--- config.mk ---
export PLATFORM = sky130hd
export DESIGN_NAME = flash_host
export DESIGN_NICKNAME = d
export VERILOG_FILES = /design/src/hw/flash_host_pkg.sv /design/src/hw/flash_host.sv
export SDC_FILE = /design/constraint.sdc
export NUM_CORES = 1
export LEC_CHECK = 0
export ABC_AREA = 1
export BUFFER_PORTS_ARGS = -buffer_cell sky130_fd_sc_hd__buf_4
export CAP_MARGIN = 25
export CORE_MARGIN = 3
export CORE_UTILIZATION = 58
export DETAILED_ROUTE_END_ITERATION = 7
export PLACE_DENSITY = 0.95
export SYNTH_ARGS = -nofsm -noshare
export SYNTH_HDL_FRONTEND = slang
export SYNTH_SLANG_ARGS = --single-unit
--- constraint.sdc ---
create_clock -name CLK_SYS -period 2.75 [get_ports CLK_SYS]
set_clock_uncertainty 0.15 [all_clocks]
set_input_delay 0.1375 -clock CLK_SYS [delete_from_list [all_inputs] [get_ports CLK_SYS]]
set_output_delay 0.1375 -clock CLK_SYS [all_outputs]
set_load 0.01 [all_outputs]
--- src/hw/flash_host_pkg.sv ---
package flash_host_pkg;
  localparam int CLK_HZ          = 25_000_000;
  localparam int STROBE_NS       = 40;
  localparam int STROBE_CYC      = (STROBE_NS * (CLK_HZ / 1_000_000) + 999) / 1000 < 1 ? 1 :
                                   (STROBE_NS * (CLK_HZ / 1_000_000) + 999) / 1000;
  localparam int RB_SETTLE_CYC   = 2;
  localparam int SMALL_DATA      = 512;
  localparam int SMALL_SPARE     = 16;
  localparam int SMALL_PAGE      = 528;
  localparam int LARGE_DATA      = 2048;
  localparam int LARGE_SPARE     = 64;
  localparam int LARGE_PAGE      = 2112;
  localparam int LARGE_PAGES_BLK = 64;
  localparam int CHUNK_BYTES     = 256;
  localparam int CHUNKS_LARGE    = 8;
  localparam int ECC_BITS        = 22;
  localparam int BUS_WIDE        = 16;
  localparam logic [1:0] KIND_CMD  = 2'h0;
  localparam logic [1:0] KIND_ADDR = 2'h1;
  localparam logic [1:0] KIND_WR   = 2'h2;
  localparam logic [1:0] KIND_RD   = 2'h3;
  typedef enum logic [2:0] {
    ST_IDLE  = 3'b000,
    ST_SETUP = 3'b001,
    ST_PULSE = 3'b010,
    ST_HOLD  = 3'b011,
    ST_WAIT  = 3'b100
  } state_t;
endpackage

--- src/hw/flash_host.sv ---
// Function
// RL1 - host asserts select low only during its own transfers
// RL2 - every byte is written with a low pulse of the write strobe
// RL3 - command bytes go out with command latch high
// RL4 - address bytes go out with address latch high
// RL5 - read data taken only while read strobe is low
// RL6 - flash pulls ready/busy low during operations
// RL7 - ready/busy read as open-drain input with pull-up, synchronised
// RL8 - low byte always used, high byte only for wide memories
// RL9 - block is erase unit, page is write unit
// RL10 - small pages 528 bytes, 512 data plus 16 spare
// RL11 - large pages 2112 bytes, 2048 data plus 64 spare
// RL12 - host computes code over written data for spare area; wide bus codes low byte only
// RL13 - host recomputes code on read and corrects from stored one
// RL14 - one code per 256-byte chunk
// RL15 - single error corrected, double error flagged uncorrectable
// RL16 - host software checks status bytes and relocates bad blocks
// RL17 - programming clears bits only, erase sets all
// RL18 - host waits for ready before next command or data
// RL19 - never both latches, read strobe idle while writing
`timescale 1ns/1ps
module flash_host
  import flash_host_pkg::*;
#(
  parameter int WIDE = 0
) (
  input  wire logic        CLK_SYS,
  input  wire logic        RESET,
  input  wire logic        CE,
  input  wire logic        REQ_VALID,
  output logic             REQ_READY,
  input  wire logic [1:0]  REQ_KIND,
  input  wire logic [15:0] REQ_DATA,
  input  wire logic        REQ_WAIT_RDY,
  input  wire logic        REQ_LAST,
  output logic             RD_VALID,
  output logic [15:0]      RD_DATA,
  output logic             BUSY,
  output logic [ECC_BITS-1:0] ECC_CODE,
  output logic             ECC_DONE,
  input  wire logic [ECC_BITS-1:0] ECC_STORED,
  output logic             ECC_CORR,
  output logic             ECC_UNCORR,
  output logic [10:0]      ECC_FIX_POS,
  output logic             CHIP_SEL_N,
  output logic             WRITE_STROBE_N,
  output logic             READ_STROBE_N,
  output logic             CMD_LATCH,
  output logic             ADDR_LATCH,
  output logic [7:0]       BUS_LOW_BYTE_O,
  output logic [7:0]       BUS_HIGH_BYTE_O,
  output logic             BUS_OE,
  input  wire logic [7:0]  BUS_LOW_BYTE_I,
  input  wire logic [7:0]  BUS_HIGH_BYTE_I,
  input  wire logic        READY_BUSY_N
);
  state_t      state_reg, state_next;
  logic [3:0]  cnt_reg;
  logic [1:0]  kind_reg;
  logic [15:0] wdata_reg;
  logic        waitr_reg, last_reg;
  logic        rb_meta_reg, rb_sync_reg;
  logic [15:0] rin_meta_reg, rin_sync_reg;
  logic [15:0] rd_data_reg;
  logic        rd_valid_reg;
  logic        sel_reg;
  logic [7:0]  ecc_cnt_reg;
  logic [5:0]  col_reg;
  logic [15:0] line_reg;
  logic        ecc_done_reg;
  logic        done_reg;
  logic        chunk_rd_reg;
  logic [1:0]  settle_reg;
  logic        corr_reg, uncorr_reg;
  logic [10:0] fix_reg;

  wire         take      = CE && state_reg == ST_IDLE && REQ_VALID;
  wire         cnt_end   = cnt_reg == 4'(STROBE_CYC - 1);
  // busy reaches us late through the sync pair, so the pin is ignored briefly
  wire         settled   = settle_reg == 2'(RB_SETTLE_CYC);
  wire         is_rd     = kind_reg == KIND_RD;
  wire [1:0]   kind_now  = take ? REQ_KIND : kind_reg;
  wire [15:0]  wdata_now = take ? REQ_DATA : wdata_reg;
  wire         rb_ready  = rb_sync_reg; // RL7
  wire [7:0]   ecc_byte  = is_rd ? rin_sync_reg[7:0] : wdata_reg[7:0];
  wire         byte_done = CE && state_reg == ST_HOLD && cnt_end && kind_reg[1];
  wire         byte_par  = ^ecc_byte;
  wire [5:0]   col_upd;
  wire [ECC_BITS-1:0] syn = ECC_CODE ^ ECC_STORED;
  // each index parity paired with its complement: {byte index, bit index}
  wire [10:0]  syn_hi    = {syn[13:6], syn[5], syn[3], syn[1]};
  wire [10:0]  syn_lo    = {syn[21:14], syn[4], syn[2], syn[0]};

  // column parities: single bits, bit pairs, halves (odd/even)
  genvar g;
  generate
    for (g = 0; g < 3; g++) begin : g_col
      localparam int SP = 1 << g;
      logic [7:0] odd_m;
      for (genvar b = 0; b < 8; b++) begin : g_m
        assign odd_m[b] = ((b / SP) % 2) == 1;
      end
      assign col_upd[2*g]   = col_reg[2*g]   ^ (^(ecc_byte & ~odd_m));
      assign col_upd[2*g+1] = col_reg[2*g+1] ^ (^(ecc_byte & odd_m));
    end
  endgenerate

  always_comb begin
    state_next = state_reg;
    unique case (state_reg)
      ST_IDLE:  if (REQ_VALID) state_next = ST_SETUP;
      ST_SETUP: state_next = ST_PULSE;
      ST_PULSE: if (cnt_end) state_next = ST_HOLD;
      ST_HOLD:  if (cnt_end) state_next = waitr_reg ? ST_WAIT : ST_IDLE;
      ST_WAIT:  if (rb_ready && settled) state_next = ST_IDLE; // RL18
      default:  state_next = ST_IDLE;
    endcase
  end

  always_ff @(posedge CLK_SYS) begin
    if (RESET) begin
      state_reg  <= ST_IDLE;
      cnt_reg    <= 4'h0;
      settle_reg <= 2'h0;
      done_reg   <= 1'b0;
    end else if (CE) begin
      state_reg  <= state_next;
      cnt_reg    <= (state_next != state_reg || cnt_end) ? 4'h0 : cnt_reg + 4'h1;
      settle_reg <= state_reg != ST_WAIT ? 2'h0 : (settled ? settle_reg : settle_reg + 2'h1);
      done_reg   <= byte_done;
    end
  end

  always_ff @(posedge CLK_SYS) begin
    if (RESET) begin
      kind_reg  <= KIND_CMD;
      wdata_reg <= 16'h0000;
      waitr_reg <= 1'b0;
      last_reg  <= 1'b0;
      sel_reg   <= 1'b0;
    end else if (CE) begin
      if (take) begin
        kind_reg  <= REQ_KIND;
        wdata_reg <= WIDE != 0 ? REQ_DATA : {8'h00, REQ_DATA[7:0]}; // RL8
        waitr_reg <= REQ_WAIT_RDY;
        last_reg  <= REQ_LAST;
        sel_reg   <= 1'b1; // RL1
      end else if (state_reg != ST_IDLE && state_next == ST_IDLE && last_reg) begin // RL1
        sel_reg   <= 1'b0;
      end
    end
  end

  // synchronisers for pins from the flash
  always_ff @(posedge CLK_SYS) begin
    if (RESET) begin
      // pull-up level, so no false busy follows reset
      rb_meta_reg  <= 1'b1;
      rb_sync_reg  <= 1'b1;
      rin_meta_reg <= 16'h0000;
      rin_sync_reg <= 16'h0000;
    end else if (CE) begin
      rb_meta_reg  <= READY_BUSY_N; // RL6
      rb_sync_reg  <= rb_meta_reg;
      rin_meta_reg <= {BUS_HIGH_BYTE_I, BUS_LOW_BYTE_I};
      rin_sync_reg <= rin_meta_reg;
    end
  end

  // taken once the strobe-low sample has passed both sync stages
  always_ff @(posedge CLK_SYS) begin
    if (RESET) begin
      rd_data_reg  <= 16'h0000;
      rd_valid_reg <= 1'b0;
    end else if (CE) begin
      rd_valid_reg <= done_reg && is_rd;
      if (done_reg && is_rd) begin // RL5
        rd_data_reg <= WIDE != 0 ? rin_sync_reg : {8'h00, rin_sync_reg[7:0]}; // RL8
      end
    end
  end

  // line-parity code per 256-byte chunk; wide bus codes low byte only
  always_ff @(posedge CLK_SYS) begin
    if (RESET) begin
      ecc_cnt_reg  <= 8'h00;
      col_reg      <= 6'h00;
      line_reg     <= 16'h0000;
      ecc_done_reg <= 1'b0;
      chunk_rd_reg <= 1'b0;
    end else if (CE) begin
      ecc_done_reg <= done_reg && ecc_cnt_reg == 8'(CHUNK_BYTES - 1); // RL14
      if (done_reg) begin // RL12 RL13
        // both page data areas hold whole chunks, so the count wraps at the end of the data area
        ecc_cnt_reg <= ecc_cnt_reg + 8'h01; // RL10 RL11
        chunk_rd_reg <= is_rd;
        col_reg     <= ecc_cnt_reg == 8'h00 ? col_upd ^ col_reg : col_upd;
        line_reg    <= (ecc_cnt_reg == 8'h00 ? 16'h0000 : line_reg)
                       ^ ({16{byte_par}} & {~ecc_cnt_reg, ecc_cnt_reg});
      end
    end
  end

  always_ff @(posedge CLK_SYS) begin
    if (RESET) begin
      corr_reg   <= 1'b0;
      uncorr_reg <= 1'b0;
      fix_reg    <= 11'h000;
    end else if (CE && ecc_done_reg && chunk_rd_reg) begin
      // RL15: one flipped bit toggles exactly one of each pair
      corr_reg   <= syn != '0 && (syn_hi ^ syn_lo) == 11'h7FF;
      uncorr_reg <= syn != '0 && (syn_hi ^ syn_lo) != 11'h7FF;
      fix_reg    <= syn_hi; // RL13
    end
  end

  always_ff @(posedge CLK_SYS) begin
    if (RESET) begin
      WRITE_STROBE_N <= 1'b1;
      READ_STROBE_N  <= 1'b1;
      CMD_LATCH      <= 1'b0;
      ADDR_LATCH     <= 1'b0;
      BUS_OE         <= 1'b0;
      BUS_LOW_BYTE_O <= 8'h00;
      BUS_HIGH_BYTE_O <= 8'h00;
    end else if (CE) begin
      CMD_LATCH  <= kind_now == KIND_CMD && state_next != ST_IDLE; // RL3 RL19
      ADDR_LATCH <= kind_now == KIND_ADDR && state_next != ST_IDLE; // RL4 RL19
      WRITE_STROBE_N <= !(state_next == ST_PULSE && !is_rd); // RL2
      READ_STROBE_N  <= !(state_next == ST_PULSE && is_rd); // RL5 RL19
      BUS_OE         <= state_next != ST_IDLE && state_next != ST_WAIT && kind_now != KIND_RD;
      BUS_LOW_BYTE_O <= wdata_now[7:0];
      BUS_HIGH_BYTE_O <= WIDE != 0 ? wdata_now[15:8] : 8'h00; // RL8
    end
  end

  assign CHIP_SEL_N  = !sel_reg; // RL1
  assign REQ_READY   = CE && state_reg == ST_IDLE;
  assign BUSY        = state_reg != ST_IDLE;
  assign RD_VALID    = rd_valid_reg;
  assign RD_DATA     = rd_data_reg;
  assign ECC_CODE    = {line_reg, col_reg};
  assign ECC_DONE    = ecc_done_reg;
  assign ECC_CORR    = corr_reg;
  assign ECC_UNCORR  = uncorr_reg;
  assign ECC_FIX_POS = fix_reg;

  never_both_latch_a: assert property (@(posedge CLK_SYS) disable iff (RESET) // RL19
    !(CMD_LATCH && ADDR_LATCH)) else $error("both latches high");
  strobes_exclusive_a: assert property (@(posedge CLK_SYS) disable iff (RESET) // RL19
    !(!WRITE_STROBE_N && !READ_STROBE_N)) else $error("both strobes low");
  strobe_needs_sel_a: assert property (@(posedge CLK_SYS) disable iff (RESET) // RL1
    (!WRITE_STROBE_N || !READ_STROBE_N) |-> !CHIP_SEL_N) else $error("strobe without select");
  drive_not_read_a: assert property (@(posedge CLK_SYS) disable iff (RESET) // RL5
    !READ_STROBE_N |-> !BUS_OE) else $error("driving bus during read");
  wait_ready_a: assert property (@(posedge CLK_SYS) disable iff (RESET) // RL18
    (state_reg == ST_WAIT && !rb_sync_reg) |=> state_reg == ST_WAIT) else $error("left wait early");
  wr_rise_latch_a: assert property (@(posedge CLK_SYS) disable iff (RESET) // RL2
    $rose(WRITE_STROBE_N) |-> BUS_OE) else $error("write edge without data");
  cmd_data_a: assert property (@(posedge CLK_SYS) disable iff (RESET) // RL3
    (CMD_LATCH && !WRITE_STROBE_N) |-> kind_reg == KIND_CMD) else $error("cmd latch wrong");
  chunk_done_a: assert property (@(posedge CLK_SYS) disable iff (RESET) // RL14
    ECC_DONE |-> ecc_cnt_reg == 8'h00) else $error("chunk count off");
  ecc_flags_a: assert property (@(posedge CLK_SYS) disable iff (RESET) // RL15
    !(ECC_CORR && ECC_UNCORR)) else $error("ecc flags both set");
endmodule

# --- Yosys cells after proc, flatten, opt, wreduce, memory -nomap -nowiden ---
# Cells that the tools add are included.
classes:
  n_reduce_logical: 46
  n_div: 0
  order_cmp: 0
  n_shift: 0
  muxes: 16
  multipliers: 0
  eq_ne: 16
  addsub: 3
  bitwise: 12
op_table:
  columns: ["operator", "n"]
  rows:
  - ["$reduce_xor A8 Y1", 7]
  - ["$reduce_bool A22 Y1", 1]
  - ["$xor A22 B22 Y22", 1]
  - ["$logic_and A1 B1 Y1", 20]
  - ["$and A16 B16 Y16", 1]
  - ["$mux W16", 1]
  - ["$mux W8", 2]
  - ["$xor A16 B16 Y16", 1]
  - ["$mux W3", 5]
  - ["$pmux W3 S5", 1]
  - ["$eq A11 B11 Y1 const B", 1]
  - ["$ne A11 B11 Y1 const B", 1]
  - ["$xor A11 B11 Y11", 1]
  - ["$reduce_and A2 Y1", 5]
  - ["$eq A3 B2 Y1 const B", 3]
  - ["$add A8 B1 Y8 const B", 1]
  - ["$eq A8 B8 Y1 const B", 1]
  - ["$logic_not A8 Y1", 1]
  - ["$not A8 Y8", 1]
  - ["$logic_not A3 Y1", 2]
  - ["$mux W2", 3]
  - ["$mux W6", 1]
  - ["$ne A3 B3 Y1 const B", 2]
  - ["$reduce_bool A3 Y1", 2]
  - ["18 further kinds", 28]
word_totals:
  memories: 0
  mem_bits_rw: 0
  output_inout_bits: 77
  input_bits: 63
  romBits: 0
  latch_bits: 0
  register_bits: 108

# --- Depth between registers and ports, before layout ---
logic_depth:
  ltp_word: 9
  depth_mapped: 15
  ltp_nobuf: 12

# --- Least setup slack after synthesis ---
# Ideal clock, no wire load.
synth_path:
  path_type: "register to register"
  start: "register kind_reg[1]"
  end: "register line_reg[7]"
  synth_period_minus_slack_ps: 1755
  arrival_time_ps: 1495
  setup_ps: 110
  required_time_ps: 2490
  stages_incl_launch_ff: 15
  setup_slack_ps: 995
  path_cell_list: "dfxtp_1 buf_6 buf_6 nand3_1 nand2_1 nand2_1 nand2_2 nand2_1 nand2_2 nand2_2 nand2_4 buf_6 nand3_1 nand2_1 nor2_1"
synth_via:
  elab_chain_cells: 5
synth_lines:
  columns: ["item", "line", "text"]
  rows:
  - ["start: declaration", "flash_host.sv:59", "logic [1:0] kind_reg;"]
  - ["start signal: assignment", "flash_host.sv:136", "kind_reg <= KIND_CMD;"]
  - ["start signal: assignment", "flash_host.sv:143", "kind_reg <= REQ_KIND;"]
  - ["$eq A2 B2 Y1", "flash_host.sv:81", "wire is_rd = kind_reg == KIND_RD;"]
  - ["$mux W8", "flash_host.sv:85", "wire [7:0] ecc_byte = is_rd ? rin_sync_reg[7:0] : wdata_reg[7:0];"]
  - ["$reduce_xor A8 Y1", "flash_host.sv:87", "wire byte_par = ^ecc_byte;"]
  - ["$and A16 B16 Y16", "flash_host.sv:199", "^ ({16{byte_par}} & {~ecc_cnt_reg, ecc_cnt_reg});"]
  - ["$xor A16 B16 Y16", "flash_host.sv:199", null]
  - ["end signal: assignment", "flash_host.sv:198", "line_reg <= (ecc_cnt_reg == 8'h00 ? 16'h0000 : line_reg)"]
  - ["end: declaration", "flash_host.sv:69", "logic [15:0] line_reg;"]
# No other way between the ends.
# A chain may end at the register's enable or synchronous reset.

# --- Final worst setup path ---
layout_path:
  start: "register state_reg[0]"
  end: "register wdata_reg[3]"
layout_via:
  elab_chain_cells: 4
layout_lines:
  columns: ["item", "line", "text"]
  rows:
  - ["start: declaration", "flash_host.sv:57", "state_t state_reg, state_next;"]
  - ["start signal: assignment", "flash_host.sv:127", "state_reg <= state_next;"]
  - ["$logic_not A3 Y1", "flash_host.sv:77", "wire take = CE && state_reg == ST_IDLE && REQ_VALID;"]
  - ["$logic_and A1 B1 Y1 (2 in a row)", "flash_host.sv:77", null]
  - ["$reduce_and A2 Y1 (no source line)", null, null]
  - ["end signal: assignment", "flash_host.sv:144", "wdata_reg <= WIDE != 0 ? REQ_DATA : {8'h00, REQ_DATA[7:0]};"]
  - ["end: declaration", "flash_host.sv:60", "logic [15:0] wdata_reg;"]
# No other way between the ends.

==> load_flow_metrics.sql <==
INSERT INTO impl_metrics (metric_group, metric, value, unit) VALUES
('logic_synthesis', 'netlist_area', '0.00582', 'mm2'),
('drt', 'detailedRoute.firstPassIterationCount', '6', ''),
('placed_design', 'buffer_ports.inserted', '107', ''),
('drt', 'post_drt_via_cell_ratio', '5.45', ''),
('job', 'maxCapViolCount', '0', ''),
('power_and_ir_drop', 'power.static_leakage', '3.59', 'nW'),
('logic_synthesis', 'synth-edff-count', '0', ''),
('logic_synthesis', 'synth_top_area_share', '0.371', ''),
('final_layout', 'seq_area', '0.00216', 'mm2'),
('final_layout', 'n_antenna_cell', '0', ''),
('critical_path', 'crit_path_end_kind', 'flop', ''),
('floorplan', 'starting_density_of_the_core', '0.613', ''),
('sta', 'fin_crit', '2540', 'ps'),
('global_route', 'largest_net_degree_at_the_start_of_global_routing', '42', ''),
('floorplan', 'die_x', '106', 'um'),
('sta', 'period_share', '0.925', ''),
('power_and_ir_drop', 'post-layout-total-power', '3.30', 'mW'),
('sta', 'clock.fmax', '393', 'MHz'),
('drt', 'finalWirelength', '16.7', 'mm'),
('floorplan', 'floorplan.rows', '35', ''),
('global_route', 'grt-ovfl-total', '0', ''),
('placed_design', 'place_hpwl', '10.1', 'mm'),
('sta', 'tightestPinTransition', '638', 'ps'),
('final_layout', 'multiInputGateArea', '0.00300', 'mm2'),
('critical_path', 'critical_path.cell_chain', 'nor2_1 -> nand2_1 -> nor2_1 -> nand2_2 -> buf_4 -> mux2i_1 -> nor2_1 -> dlygate4sd3_1', ''),
('run_status', 'outcome', 'complete, no violations', ''),
('floorplan', 'fp.dieArea', '0.0113', 'mm2'),
('critical_path', 'crit_path_top_delay_cell', 'sky130_fd_sc_hd__dlygate4sd3_1', ''),
('final_layout', 'largest_register_ffs', '16', ''),
('final_layout', 'stdcell_area', '0.00720', 'mm2'),
('placed_design', 'preCtsSetupSlack', '634', 'ps'),
('cts', 'clkTransAtPathRegs', '130', 'ps'),
('floorplan', 'top_level_port_count', '140', ''),
('critical_path', 'crit_type', 'reg2reg', ''),
('drt', 'routedWlPerCell', '14.7', 'um'),
('drt', 'drt.antenna.violating_nets', '0', ''),
('cts', 'cts_tree', 'yes', ''),
('logic_synthesis', 'syn-instance-count', '874', ''),
('drt', 'drc', '0', ''),
('sta', 'setup_viol_count_final', '0', ''),
('cts', 'cts_inserted_buffers', '9', ''),
('final_layout', 'layout.nets', '1073', ''),
('drt', 'vias_post_dr', '6193', ''),
('logic_synthesis', 'post-synth-top-area-cell', 'sky130_fd_sc_hd__dfxtp_1', ''),
('critical_path', 'timing.critical_path.slowest_cell_delay', '580', 'ps'),
('power_and_ir_drop', 'cellPowerDensity', '458', 'mW/mm2'),
('logic_synthesis', 'yosys.cell_count.top_type', 'sky130_fd_sc_hd__nand2_1', ''),
('sta', 'fin_hold_ws', '16.9', 'ps'),
('cts', 'h-tree-depth', '3', ''),
('cts', 'cts.repair_timing.setup_buffer_count', '0', ''),
('logic_synthesis', 'ys.flop_type', 'sky130_fd_sc_hd__dfxtp_1', ''),
('final_layout', 'area_growth', '23.7', '%'),
('global_route', 'number_of_global_route_vias_before_repair', '5801', ''),
('placed_design', 'dpl_cell_area', '0.00661', 'mm2'),
('floorplan', 'chipHeight', '106', 'um'),
('logic_synthesis', 'avgSynthCellArea', '6.66', 'um2'),
('global_route', 'antenna_violations_before_repair', '0', ''),
('drt', 'iteration_0_drc_markers', '767', ''),
('sta', 'finalHoldViolations', '0', ''),
('logic_synthesis', 'seq_area_frac_synth', '0.371', ''),
('power_and_ir_drop', 'max-vdd-ir-drop', '0.342', 'mV'),
('logic_synthesis', 'synthesis_warnings', '0', ''),
('critical_path', 'timing.critical_path.mode_cell', 'sky130_fd_sc_hd__nor2_1', ''),
('cts', 'clock_insertion_delay_worst_skew', '400', 'ps'),
('final_layout', 'layout-drive-gt1-share', '0.155', ''),
('logic_synthesis', 'synthDistinctLibCells', '30', ''),
('critical_path', 'worst-path-max-fanout', '12', ''),
('critical_path', 'critical_path_buffers_and_inverters', '2', ''),
('sta', 'relSlewSlack', '0.574', ''),
('logic_synthesis', 'synth_cell_count_leaders', 'sky130_fd_sc_hd__nand2_1 (218), sky130_fd_sc_hd__dfxtp_1 (108), sky130_fd_sc_hd__nor2_1 (106)', ''),
('global_route', 'track_usage', '0.297', '');
==> kinds of logic (layout without fill, tap and decap cells) <==
| logic type | Yosys count | in the layout | share of synthesized area |
|---|---|---|---|
| other | 1 | 16 | 0.000644 |
| DFF | 108 | 108 | 0.371 |
| and+or+nand+nor | 433 | 433 | 0.314 |
| muxes | 7 | 7 | 0.0120 |
| buffers and inverters | 158 | 276 | 0.123 |
| AOI/OAI and AO/OA | 125 | 125 | 0.111 |
| xor gates and xnor gates | 34 | 34 | 0.0511 |
| adders and majority gates | 8 | 8 | 0.0172 |
==> area by class of cell <==
type                       instances  area share
inverter                         106      0.0552
sequential                       108       0.300
tap                              129      0.0224
timing repair buffer             154       0.175
multi-input combinational        623       0.417
clock inverter                     7      0.0127
clock buffer                       9      0.0172
==> layer usage <==
metal | wire (um) | share of wire | track usage | up-vias
met5 | 0 | 0 | 0 | -
met4 | 607 | 0.036 | 0.127 | 0
met3 | 1330 | 0.080 | 0.0559 | 61
met2 | 8010 | 0.48 | 0.497 | 345
met1 | 6790 | 0.41 | 0.372 | 2800
li1 | - | - | - | 2987
==> worst min-delay path: stages <==
cell and delay (ps):
sky130_fd_sc_hd__buf_4 80, sky130_fd_sc_hd__or2_2 90, sky130_fd_sc_hd__o21a_1 120, sky130_fd_sc_hd__o21ai_0 80, sky130_fd_sc_hd__inv_1 50
==> through the flow <==
step / instances / util
after detailed placement: 1082 / 0.695
final: 1136 / 0.758
after global placement: 1082 / 0.695
after global routing: 1136 / 0.758
after floorplan: 889 / -
after CTS: 1136 / 0.758
==> final timing paths <==
check / startpoint / endpoint / slack [ps] / cells after the start
worst max-delay path: state_reg[0] / wdata_reg[3] / 210 / 8
worst min-delay path: REQ_DATA[7] / BUS_LOW_BYTE_O[7] / 20 / 5
worst max register to register: state_reg[0] / wdata_reg[3] / 210 / 8
worst min register to register: chunk_rd_reg / chunk_rd_reg / 320 / 2
==> where the power goes <==
part	switching [mW]	internal, mW
Sequential	0.0391	1.62
Clock	0.642	0.368
Combinational	0.388	0.244
Total	1.07	2.23
==> what timing repair did <==
item / 4_1_cts / 5_1_grt
endpoints found under the hold margin: 39 / 0
gates resized for setup: 0 / 1
endpoints found under the setup margin: 0 / 3
hold buffers: 38 / 0
==> layout by cell type, fill, tap and decap left out, types with 2 or more instances in the layout <==
cell type,netlist,routed
sky130_fd_sc_hd__inv_6,0,2
sky130_fd_sc_hd__xnor2_1,18,18
sky130_fd_sc_hd__nor2_1,106,106
sky130_fd_sc_hd__nand4_1,6,6
sky130_fd_sc_hd__nand2_4,4,4
sky130_fd_sc_hd__clkinv_8,0,4
sky130_fd_sc_hd__nand3_1,66,66
sky130_fd_sc_hd__o21ai_0,63,63
sky130_fd_sc_hd__or2_0,2,2
sky130_fd_sc_hd__nand2_2,16,17
sky130_fd_sc_hd__a21oi_1,54,54
sky130_fd_sc_hd__nand2_1,218,217
sky130_fd_sc_hd__dfxtp_1,108,108
sky130_fd_sc_hd__a211oi_1,6,6
sky130_fd_sc_hd__dlygate4sd3_1,0,38
sky130_fd_sc_hd__mux2i_1,7,7
sky130_fd_sc_hd__buf_4,18,115
sky130_fd_sc_hd__conb_1,1,16
sky130_fd_sc_hd__nor3_1,11,11
sky130_fd_sc_hd__clkbuf_8,0,9
sky130_fd_sc_hd__xor2_1,16,16
sky130_fd_sc_hd__inv_1,105,104
sky130_fd_sc_hd__ha_1,8,8
No activity file was read; power rests on OpenSTA's default activity.
